===== config.mk =====
export PLATFORM = sky130hd
export DESIGN_NAME = cpu_bus_control_and_hold
export DESIGN_NICKNAME = d
export VERILOG_FILES = /design/src/design/bus_ctrl_pkg.sv /design/src/design/hold_if.sv /design/src/design/hold_arbiter.sv /design/src/design/cpu_bus_control_and_hold.sv
export SDC_FILE = /design/constraint.sdc
export NUM_CORES = 1
export LEC_CHECK = 0
export BUFFER_PORTS_ARGS = -buffer_cell sky130_fd_sc_hd__buf_2
export CAP_MARGIN = 5
export CORE_ASPECT_RATIO = 1.2
export CORE_MARGIN = 2
export CORE_UTILIZATION = 45
export CTS_CLUSTER_DIAMETER = 100
export DETAILED_ROUTE_END_ITERATION = 6
export PLACE_DENSITY = 0.81
export SYNTH_ARGS = -nofsm -noshare
export SYNTH_HDL_FRONTEND = slang
export SYNTH_SLANG_ARGS = --single-unit
export TNS_END_PERCENT = 10

===== constraint.sdc =====
create_clock -name CLK -period 4.52 [get_ports CLK]
set_input_delay 0.226 -clock CLK [delete_from_list [all_inputs] [get_ports CLK]]
set_output_delay 0.226 -clock CLK [all_outputs]
set_load 0.05 [all_outputs]

===== src/design/bus_ctrl_pkg.sv =====
package bus_ctrl_pkg;

   // ----------------------------------------
   // Machine cycle kinds, sequencer and arbiter states
   // ----------------------------------------
   typedef enum logic [2:0] {
      KIND_OPFETCH,
      KIND_MEM_RD,
      KIND_MEM_WR,
      KIND_IO_RD,
      KIND_IO_WR,
      KIND_INT_ACK
   } cycle_kind_t;

   typedef enum logic [2:0] {
      ST_IDLE,
      ST_T1,
      ST_T2,
      ST_TW,
      ST_T3,
      ST_HALT,
      ST_HOLD
   } seq_state_t;

   typedef enum logic [1:0] {
      AR_RUN,
      AR_ACK,
      AR_OFF,
      AR_BACK
   } arb_state_t;

   // ----------------------------------------
   // Status codes {io_m, s1, s0}
   // ----------------------------------------
   localparam logic [2:0] STAT_MEM_WR  = 3'h1;
   localparam logic [2:0] STAT_MEM_RD  = 3'h2;
   localparam logic [2:0] STAT_OPFETCH = 3'h3;
   localparam logic [2:0] STAT_IO_WR   = 3'h5;
   localparam logic [2:0] STAT_IO_RD   = 3'h6;
   localparam logic [2:0] STAT_INT_ACK = 3'h7;
   localparam logic [2:0] STAT_HALT    = 3'h0;
   localparam logic [2:0] STAT_FLOAT   = 3'h0;

   // ----------------------------------------
   // Reset values
   // ----------------------------------------
   localparam logic       STROBE_RST   = 1'h1;
   localparam logic       OE_RST       = 1'h0;
   localparam logic [7:0] BYTE_RST     = 8'h00;

   // ----------------------------------------
   // Timing
   // ----------------------------------------
   localparam int CLK_PERIOD_PS  = 10000;
   localparam int RESUME_PS      = 5000;
   localparam int RESUME_CYC_INT =
      (RESUME_PS + CLK_PERIOD_PS - 1) / CLK_PERIOD_PS;
   localparam int RESUME_CYC_MIN =
      (RESUME_CYC_INT < 1) ? 1 : RESUME_CYC_INT;
   localparam logic [3:0] RESUME_CYC = 4'(RESUME_CYC_MIN);

endpackage


===== src/design/hold_if.sv =====
`timescale 1ns/10ps
`default_nettype none

interface hold_if;
   logic req;
   logic bus_free;
   logic grant;
   logic released;

   modport arb (
      input  req,
      input  bus_free,
      output grant,
      output released
   );

   modport seq (
      output req,
      output bus_free,
      input  grant,
      input  released
   );
endinterface

`default_nettype wire


===== src/design/hold_arbiter.sv =====
`timescale 1ns/10ps
`default_nettype none

module hold_arbiter
   import bus_ctrl_pkg::*;
(
   // Clock and reset
   input  wire logic clk,
   input  wire logic rst_n,
   // Hold handshake
   hold_if.arb       hif
);

   arb_state_t  st_r;
   logic        grant_r;
   logic        released_r;
   logic [3:0]  back_cnt_r;

   assign hif.grant    = grant_r;
   assign hif.released = released_r;

   // ----------------------------------------
   // Request, grant and release sequence
   // ----------------------------------------
   always_ff @(posedge clk or negedge rst_n) begin
      if (!rst_n) begin
         st_r       <= AR_RUN;
         grant_r    <= 1'b0;
         released_r <= 1'b0;
         back_cnt_r <= 4'h0;
      end else begin
         case (st_r)
            AR_RUN: begin
               if (hif.req && hif.bus_free) begin
                  st_r    <= AR_ACK;
                  grant_r <= 1'b1;
               end
            end
            AR_ACK: begin
               st_r       <= AR_OFF;
               released_r <= 1'b1;
            end
            AR_OFF: begin
               if (!hif.req) begin
                  st_r       <= AR_BACK;
                  grant_r    <= 1'b0;
                  back_cnt_r <= 4'h1;
               end
            end
            AR_BACK: begin
               if (back_cnt_r >= RESUME_CYC) begin
                  st_r       <= AR_RUN;
                  released_r <= 1'b0;
               end else begin
                  back_cnt_r <= back_cnt_r + 4'h1;
               end
            end
            default: begin
               st_r <= AR_RUN;
            end
         endcase
      end
   end

endmodule

`default_nettype wire


===== src/design/cpu_bus_control_and_hold.sv =====
// Function
// - Interrupt acknowledge status is one one one
// - Halt floats io/mem, status low; hold too
// - Status bit one valid early in cycle
// - Status valid at start, stable whole cycle
// - Read strobe low commands data onto bus
// - Read/write strobes float in hold, halt, reset
// - Write strobe low; data valid at rise
// - Ready low inserts whole wait states
// - Finish current transfer before giving bus
// - Internal work continues while bus surrendered
// - No driving until request removed
// - Granted: float address, data, read/write strobes, io/mem
// - Grant means bus released next cycle
// - Grant falls after request withdrawn
// - Drive again half cycle after grant falls; here two cycles after
// - Low address in first state, data after
// - Latch strobe in first state, never floated
// - Upper address driven, floated hold/halt/reset
// - Reset clears grant, enable and counter
`timescale 1ns/10ps
`default_nettype none

module cpu_bus_control_and_hold
   import bus_ctrl_pkg::*;
(
   // Clock and reset
   input  wire logic                      CLK,
   input  wire logic                      RESETN,
   // Core side requests
   input  wire logic                      REQ_VALID,
   input  wire bus_ctrl_pkg::cycle_kind_t REQ_KIND,
   input  wire logic [15:0]               REQ_ADDR,
   input  wire logic [7:0]                REQ_WDATA,
   input  wire logic                      HALT_REQ,
   output logic                           REQ_DONE,
   output logic [7:0]                     REQ_RDATA,
   output logic                           BUS_SURRENDERED,
   // Multiplexed address and data bus
   input  wire logic [7:0]                MUXED_ADDR_DATA_IN,
   output logic [7:0]                     MUXED_ADDR_DATA_OUT,
   output logic                           MUXED_ADDR_DATA_OE,
   // Upper address
   output logic [7:0]                     UPPER_ADDRESS,
   output logic                           UPPER_ADDRESS_OE,
   // Control strobes
   output logic                           ADDRESS_LATCH_STROBE,
   output logic                           READ_STROBE_N,
   output logic                           READ_STROBE_N_OE,
   output logic                           WRITE_STROBE_N,
   output logic                           WRITE_STROBE_N_OE,
   output logic                           INT_ACK_STROBE_N,
   // Machine cycle status
   output logic                           IO_MEMORY_SELECT,
   output logic                           IO_MEMORY_SELECT_OE,
   output logic                           CYCLE_STATUS_1,
   output logic                           CYCLE_STATUS_0,
   // Ready and bus hold
   input  wire logic                      READY_IN,
   input  wire logic                      BUS_REQUEST_IN,
   output logic                           BUS_GRANT_OUT
);

   // ----------------------------------------
   // Functions
   // ----------------------------------------
   function automatic logic [2:0] status_of(input cycle_kind_t k);
      logic [2:0] s;
      s = STAT_OPFETCH;
      case (k)
         KIND_MEM_RD:  s = STAT_MEM_RD;
         KIND_MEM_WR:  s = STAT_MEM_WR;
         KIND_IO_RD:   s = STAT_IO_RD;
         KIND_IO_WR:   s = STAT_IO_WR;
         KIND_INT_ACK: s = STAT_INT_ACK;
         default:      s = STAT_OPFETCH;
      endcase
      return s;
   endfunction

   function automatic logic is_write(input cycle_kind_t k);
      return (k == KIND_MEM_WR) || (k == KIND_IO_WR);
   endfunction

   function automatic logic is_io(input cycle_kind_t k);
      return (k == KIND_IO_RD) || (k == KIND_IO_WR);
   endfunction

   // ----------------------------------------
   // Reset release
   // ----------------------------------------
   logic rst_meta_r;
   logic rst_n;

   always_ff @(posedge CLK or negedge RESETN) begin
      if (!RESETN) begin
         rst_meta_r <= 1'b0;
         rst_n      <= 1'b0;
      end else begin
         rst_meta_r <= 1'b1;
         rst_n      <= rst_meta_r;
      end
   end

   // ----------------------------------------
   // Hold arbiter
   // ----------------------------------------
   hold_if hif ();

   hold_arbiter u_arb (
      .clk   (CLK),
      .rst_n (rst_n),
      .hif   (hif)
   );

   seq_state_t  st_r;
   seq_state_t  st_nxt;
   cycle_kind_t kind_r;
   logic [15:0] addr_r;
   logic [7:0]  wdata_r;
   logic        start;
   cycle_kind_t cur_kind;
   logic [15:0] cur_addr;
   logic [7:0]  cur_wdata;

   assign hif.req      = BUS_REQUEST_IN;
   assign hif.bus_free = (st_r == ST_IDLE) || (st_r == ST_HALT) ||
                         (st_r == ST_T3);
   assign BUS_GRANT_OUT = hif.grant;

   assign start = (st_r == ST_IDLE) && REQ_VALID && !REQ_DONE &&
                  !hif.req && !hif.grant && !hif.released;
   assign cur_kind  = start ? REQ_KIND  : kind_r;
   assign cur_addr  = start ? REQ_ADDR  : addr_r;
   assign cur_wdata = start ? REQ_WDATA : wdata_r;

   // ----------------------------------------
   // Machine cycle sequencer
   // ----------------------------------------
   always_comb begin
      st_nxt = st_r;
      case (st_r)
         ST_IDLE: begin
            if (hif.grant) begin
               st_nxt = ST_HOLD;
            end else if (start) begin
               st_nxt = ST_T1;
            end else if (HALT_REQ && !hif.req && !hif.grant) begin
               st_nxt = ST_HALT;
            end
         end
         ST_T1: begin
            st_nxt = ST_T2;
         end
         ST_T2, ST_TW: begin
            if (READY_IN) begin
               st_nxt = ST_T3;
            end else begin
               st_nxt = ST_TW;
            end
         end
         ST_T3: begin
            st_nxt = ST_IDLE;
         end
         ST_HALT: begin
            if (hif.grant) begin
               st_nxt = ST_HOLD;
            end else if (!HALT_REQ) begin
               st_nxt = ST_IDLE;
            end
         end
         ST_HOLD: begin
            if (!hif.released) begin
               st_nxt = HALT_REQ ? ST_HALT : ST_IDLE;
            end
         end
         default: begin
            st_nxt = ST_IDLE;
         end
      endcase
   end

   always_ff @(posedge CLK or negedge rst_n) begin
      if (!rst_n) begin
         st_r <= ST_IDLE;
      end else begin
         st_r <= st_nxt;
      end
   end

   // ----------------------------------------
   // Request capture
   // ----------------------------------------
   always_ff @(posedge CLK or negedge rst_n) begin
      if (!rst_n) begin
         kind_r  <= KIND_OPFETCH;
         addr_r  <= 16'h0000;
         wdata_r <= BYTE_RST;
      end else if (start) begin
         kind_r  <= REQ_KIND;
         addr_r  <= REQ_ADDR;
         wdata_r <= REQ_WDATA;
      end
   end

   // ----------------------------------------
   // Completion and read data
   // ----------------------------------------
   always_ff @(posedge CLK or negedge rst_n) begin
      if (!rst_n) begin
         REQ_DONE        <= 1'b0;
         REQ_RDATA       <= BYTE_RST;
         BUS_SURRENDERED <= 1'b0;
      end else begin
         REQ_DONE <= (st_r == ST_T3);
         if ((st_r == ST_T3) && !is_write(kind_r)) begin
            REQ_RDATA <= MUXED_ADDR_DATA_IN;
         end
         BUS_SURRENDERED <= (st_nxt == ST_HOLD);
      end
   end

   // ----------------------------------------
   // Status and address pins
   // ----------------------------------------
   always_ff @(posedge CLK or negedge rst_n) begin
      if (!rst_n) begin
         IO_MEMORY_SELECT     <= 1'b0;
         IO_MEMORY_SELECT_OE  <= OE_RST;
         CYCLE_STATUS_1       <= 1'b0;
         CYCLE_STATUS_0       <= 1'b0;
         UPPER_ADDRESS        <= BYTE_RST;
         UPPER_ADDRESS_OE     <= OE_RST;
         ADDRESS_LATCH_STROBE <= 1'b0;
      end else begin
         ADDRESS_LATCH_STROBE <= (st_nxt == ST_T1);
         case (st_nxt)
            ST_T1: begin
               {IO_MEMORY_SELECT, CYCLE_STATUS_1, CYCLE_STATUS_0} <=
                  status_of(cur_kind);
               IO_MEMORY_SELECT_OE <= 1'b1;
               UPPER_ADDRESS       <= is_io(cur_kind) ? cur_addr[7:0] :
                                      cur_addr[15:8];
               UPPER_ADDRESS_OE    <= 1'b1;
            end
            ST_HALT: begin
               {IO_MEMORY_SELECT, CYCLE_STATUS_1, CYCLE_STATUS_0} <=
                  STAT_HALT;
               IO_MEMORY_SELECT_OE <= 1'b0;
               UPPER_ADDRESS_OE    <= 1'b0;
            end
            ST_HOLD: begin
               {IO_MEMORY_SELECT, CYCLE_STATUS_1, CYCLE_STATUS_0} <=
                  STAT_FLOAT;
               IO_MEMORY_SELECT_OE <= 1'b0;
               UPPER_ADDRESS_OE    <= 1'b0;
            end
            default: begin
               IO_MEMORY_SELECT_OE <= 1'b1;
               UPPER_ADDRESS_OE    <= 1'b1;
            end
         endcase
      end
   end

   // ----------------------------------------
   // Data bus and strobes
   // ----------------------------------------
   always_ff @(posedge CLK or negedge rst_n) begin
      if (!rst_n) begin
         MUXED_ADDR_DATA_OUT <= BYTE_RST;
         MUXED_ADDR_DATA_OE  <= OE_RST;
         READ_STROBE_N       <= STROBE_RST;
         READ_STROBE_N_OE    <= OE_RST;
         WRITE_STROBE_N      <= STROBE_RST;
         WRITE_STROBE_N_OE   <= OE_RST;
         INT_ACK_STROBE_N    <= STROBE_RST;
      end else begin
         READ_STROBE_N    <= STROBE_RST;
         WRITE_STROBE_N   <= STROBE_RST;
         INT_ACK_STROBE_N <= STROBE_RST;
         case (st_nxt)
            ST_T1: begin
               MUXED_ADDR_DATA_OUT <= cur_addr[7:0];
               MUXED_ADDR_DATA_OE  <= 1'b1;
               READ_STROBE_N_OE    <= 1'b1;
               WRITE_STROBE_N_OE   <= 1'b1;
            end
            ST_T2, ST_TW, ST_T3: begin
               if (is_write(cur_kind)) begin
                  MUXED_ADDR_DATA_OUT <= cur_wdata;
                  MUXED_ADDR_DATA_OE  <= 1'b1;
                  WRITE_STROBE_N      <= 1'b0;
               end else begin
                  MUXED_ADDR_DATA_OE <= 1'b0;
                  if (cur_kind == KIND_INT_ACK) begin
                     INT_ACK_STROBE_N <= 1'b0;
                  end else begin
                     READ_STROBE_N <= 1'b0;
                  end
               end
               READ_STROBE_N_OE  <= 1'b1;
               WRITE_STROBE_N_OE <= 1'b1;
            end
            ST_HALT, ST_HOLD: begin
               MUXED_ADDR_DATA_OE <= 1'b0;
               READ_STROBE_N_OE   <= 1'b0;
               WRITE_STROBE_N_OE  <= 1'b0;
            end
            default: begin
               MUXED_ADDR_DATA_OE <= 1'b0;
               READ_STROBE_N_OE   <= 1'b1;
               WRITE_STROBE_N_OE  <= 1'b1;
            end
         endcase
      end
   end

endmodule

`default_nettype wire


==> flow_metrics.env <==
export IMPL_gpl_final_weighted_congestion=0.828
export IMPL_finalMaxSlewViolations=0
export IMPL_grt_max_degree=43
export IMPL_grt_antenna_before_repair=0
export IMPL_synth_seq_cells=59
export IMPL_syn2layout_area_growth_pct=22.7
export IMPL_use_met2_pct=28.6
export IMPL_most_frequent_standard_cell_in_the_layout_excluding_fill_and_tap_cells="sky130_fd_sc_hd__buf_2"
export IMPL_tightest_slew_ns=0.698
export IMPL_first_global_vias=2155
export IMPL_ctsLongestPathBuffers=2
export IMPL_power_leakage_nw=1.85
export IMPL_io_buffers=79
export IMPL_required_ns=4.76
export IMPL_max_cap_viol_count=0
export IMPL_synth_sequential_area_ratio_pct=51.3
export IMPL_die_area_sq_um=7070
export IMPL_setup_violations_final=0
export IMPL_synthCells=257
export IMPL_synth_net_count=306
export IMPL_detail_route_wl_per_cell_microns=14.0
export IMPL_hold_viol_final=0
export IMPL_setup_tns_final_ns=0
export IMPL_crit_type="reg -> reg"
export IMPL_timing_max_slew_rel_slack_pct=53.4
export IMPL_initial_core_util_pct=47.1
export IMPL_timing_fmax_ghz=0.351
export IMPL_finalCriticalPeriod_ns=2.85
export IMPL_cts_repair_resize_count=0
export IMPL_place_worst_setup_slack_ns=1.69
export IMPL_grt_busiest_layer="met2"
export IMPL_crit_fanout=35
export IMPL_grt_pass1_wl_microns=9940
export IMPL_synth_largest_area_cell="sky130_fd_sc_hd__dfrtp_1"
export IMPL_cts_tree="yes"
export IMPL_core_rowCount=31
export IMPL_drtIter0Drc=154
export IMPL_synth_enable_flop_cells=0
export IMPL_proportion_of_layout_cells_with_a_drive_suffix_above_1_pct=37.4
export IMPL_run_status="completed"
export IMPL_num_vias=2161
export IMPL_drc=0
export IMPL_netlist_area_leader_share_pct=48.6
export IMPL_insertedDiodeCount=0
export IMPL_peakVddDrop_uv=329
export IMPL_die_w_microns=77.1
export IMPL_synth_area_sq_um=2890
export IMPL_final_setup_worst_slack_ns=1.67
export IMPL_wl_microns=5910
export IMPL_syn_avg_cell_area_sq_um=11.2
export IMPL_clk_transition_reported_paths_ns=0.06
export IMPL_detail_route_first_pass_iterations=4
export IMPL_cp_end_kind="register"
export IMPL_critical_path_arrival_ns=3.09
export IMPL_yosys_cell_types_count=51
export IMPL_grt_setup_unrepaired="no"
export IMPL_synth_top_cells_by_area="sky130_fd_sc_hd__dfrtp_1 49%, sky130_fd_sc_hd__mux2i_1 8.7%, sky130_fd_sc_hd__nand2_1 5.2%"
export IMPL_period_share_pct=63.0
export IMPL_hold_path_class="in -> reg"
export IMPL_asyncSetResetFlopFracSynth_pct=100
export IMPL_final_seq_area_sq_um=1480
export IMPL_yosysWarnings=0
export IMPL_grt_util_all_layers_pct=18.0
export IMPL_cts_max_level=3
export IMPL_n_fill_cell=562
export IMPL_power_density_nw_per_um2=796
export IMPL_globalRoute_totalOverflow=0
export IMPL_postSynth_topFlopCell="sky130_fd_sc_hd__dfrtp_1"
export IMPL_via_per_inst=5.12
export IMPL_fin_skew_ns=0.0119
export IMPL_worstSkewPairLatency_ns=0.34
export IMPL_ant_nets=0
export IMPL_numClockSinks=59
export IMPL_grt_util_met1_pct=22.4
export IMPL_boundaryPins=80
export IMPL_floorplan_core_area_sq_um=6130
export IMPL_dpl_hpwl_microns=4370
export IMPL_dieHeight_microns=91.7
export IMPL_multi_input_comb_area_sq_um=1270
export IMPL_grt_util_met3_pct=4.72
export IMPL_cts_made_buffers=9
export IMPL_cts_root_buf="sky130_fd_sc_hd__clkbuf_8"
export IMPL_timing_critical_path_from_type="register"
export IMPL_final_nets=384
export IMPL_post_cts_repair_setup_buffers=0
export IMPL_commonest_non_fill_non_tap_cells_in_the_layout="79 x sky130_fd_sc_hd__buf_2, 55 x sky130_fd_sc_hd__dfrtp_1, 40 x sky130_fd_sc_hd__nand2_1"
final cells by class:
class | count | share of cell area [%]
Clock buffer | 12 | 4.38
Clock inverter | 4 | 2.08
Inverter | 12 | 1.27
Multi-Input combinational cell | 172 | 35.9
Sequential cell | 59 | 41.8
Tap cell | 82 | 2.90
Timing Repair Buffer | 81 | 11.7
power by group:
group          leakage, nW  switching [mW]  internal (mW)  total, mW
clock network        0.117           0.201          0.341      0.542
logic                0.991           0.940          0.441       1.38
registers            0.738           0.151          0.746      0.897
per-stage QoR:
| step | hold WS [ns] | total power [mW] | utilization, % | cell area [sq um] | cells |
|---|---|---|---|---|---|
| floorplan | -0.0696 | 2.00 | - | 2890 | 257 |
| global placement | 0.0147 | 2.25 | 53.9 | 3300 | 405 |
| detailed placement | 0.0174 | 2.29 | 53.9 | 3300 | 405 |
| CTS | 0.0719 | 2.84 | 57.8 | 3540 | 422 |
| global route | 0.0903 | 2.98 | 57.8 | 3540 | 422 |
| finish | 0.0937 | 2.82 | 57.8 | 3540 | 422 |
worst max-delay path: stages (launching register included):
cell and delay (ns):
sky130_fd_sc_hd__dfrtp_1 0.51, sky130_fd_sc_hd__nor3_2 0.27, sky130_fd_sc_hd__nand3_2 0.59, sky130_fd_sc_hd__mux2_1 0.57, sky130_fd_sc_hd__ha_1 0.33, sky130_fd_sc_hd__inv_1 0.06
sky130_fd_sc_hd__o21ai_0 0.18, sky130_fd_sc_hd__a21oi_1 0.09, sky130_fd_sc_hd__o2bb2ai_1 0.14
Yosys cell counts (2+ instances only):
cell type	n
sky130_fd_sc_hd__a21oi_1	12
sky130_fd_sc_hd__a21oi_2	2
sky130_fd_sc_hd__a22oi_1	2
sky130_fd_sc_hd__and2_1	2
sky130_fd_sc_hd__buf_2	6
sky130_fd_sc_hd__buf_4	4
sky130_fd_sc_hd__buf_6	2
sky130_fd_sc_hd__clkbuf_1	2
sky130_fd_sc_hd__dfrtp_1	56
sky130_fd_sc_hd__dfstp_2	3
sky130_fd_sc_hd__ha_1	8
sky130_fd_sc_hd__inv_1	11
sky130_fd_sc_hd__mux2_2	2
sky130_fd_sc_hd__mux2_4	8
sky130_fd_sc_hd__mux2i_1	25
sky130_fd_sc_hd__nand2_1	40
sky130_fd_sc_hd__nand2b_1	6
sky130_fd_sc_hd__nor2_1	5
sky130_fd_sc_hd__nor2_2	2
sky130_fd_sc_hd__nor2b_1	2
sky130_fd_sc_hd__nor3b_2	2
sky130_fd_sc_hd__o211ai_1	2
sky130_fd_sc_hd__o21ai_0	5
sky130_fd_sc_hd__o21ai_1	18
sky130_fd_sc_hd__o221a_2	2
sky130_fd_sc_hd__o2bb2ai_1	3
layer usage:
layer | routed length (microns) | share of wire [%]
met3 | 277 | 4.7
met2 | 2920 | 49
met5 | 0 | 0
met1 | 2570 | 43
met4 | 138 | 2.3
repair_timing:
item,4_1_cts,5_1_grt
hold buffers,1,0
hold endpoints to repair,2,0
endpoints found under the setup margin,0,0
final timing paths:
| path | start | endpoint | slack (ns) | cells past startpoint |
|---|---|---|---|---|
| worst max-delay path | st_r[2] | CYCLE_STATUS_0 | 1.67 | 8 |
| worst min-delay path | REQ_WDATA[0] | wdata_r[0] | 0.09 | 3 |
| worst max register to register | st_r[2] | CYCLE_STATUS_0 | 1.67 | 8 |
| worst min register to register | rst_n | st_r[1] | 0.18 | 0 |
| max in group asynchronous | rst_n | INT_ACK_STROBE_N | 3.49 | 1 |
| min in group asynchronous | rst_n | st_r[1] | 0.18 | 0 |
registers in the layout (all words and copies together), names as in the netlist, 2 cells and up:
| name | flops |
|---|---|
| u_arb.back_cnt_r | 4 |
| st_r | 3 |
| wdata_r | 8 |
| u_arb.st_r | 2 |
| REQ_RDATA | 8 |
| MUXED_ADDR_DATA_OUT | 8 |
| UPPER_ADDRESS | 8 |
| kind_r | 3 |
logic make-up after synthesis:
logic type,after synthesis,share of synthesized area [%]
compound gates,57,13.7
mux,36,14.0
buf+inv,26,4.68
simple gates,70,12.7
fa+ha+maj,8,3.47
other cells,1,0.130
flops,59,51.3
No activity file was read; power rests on OpenSTA's default activity.
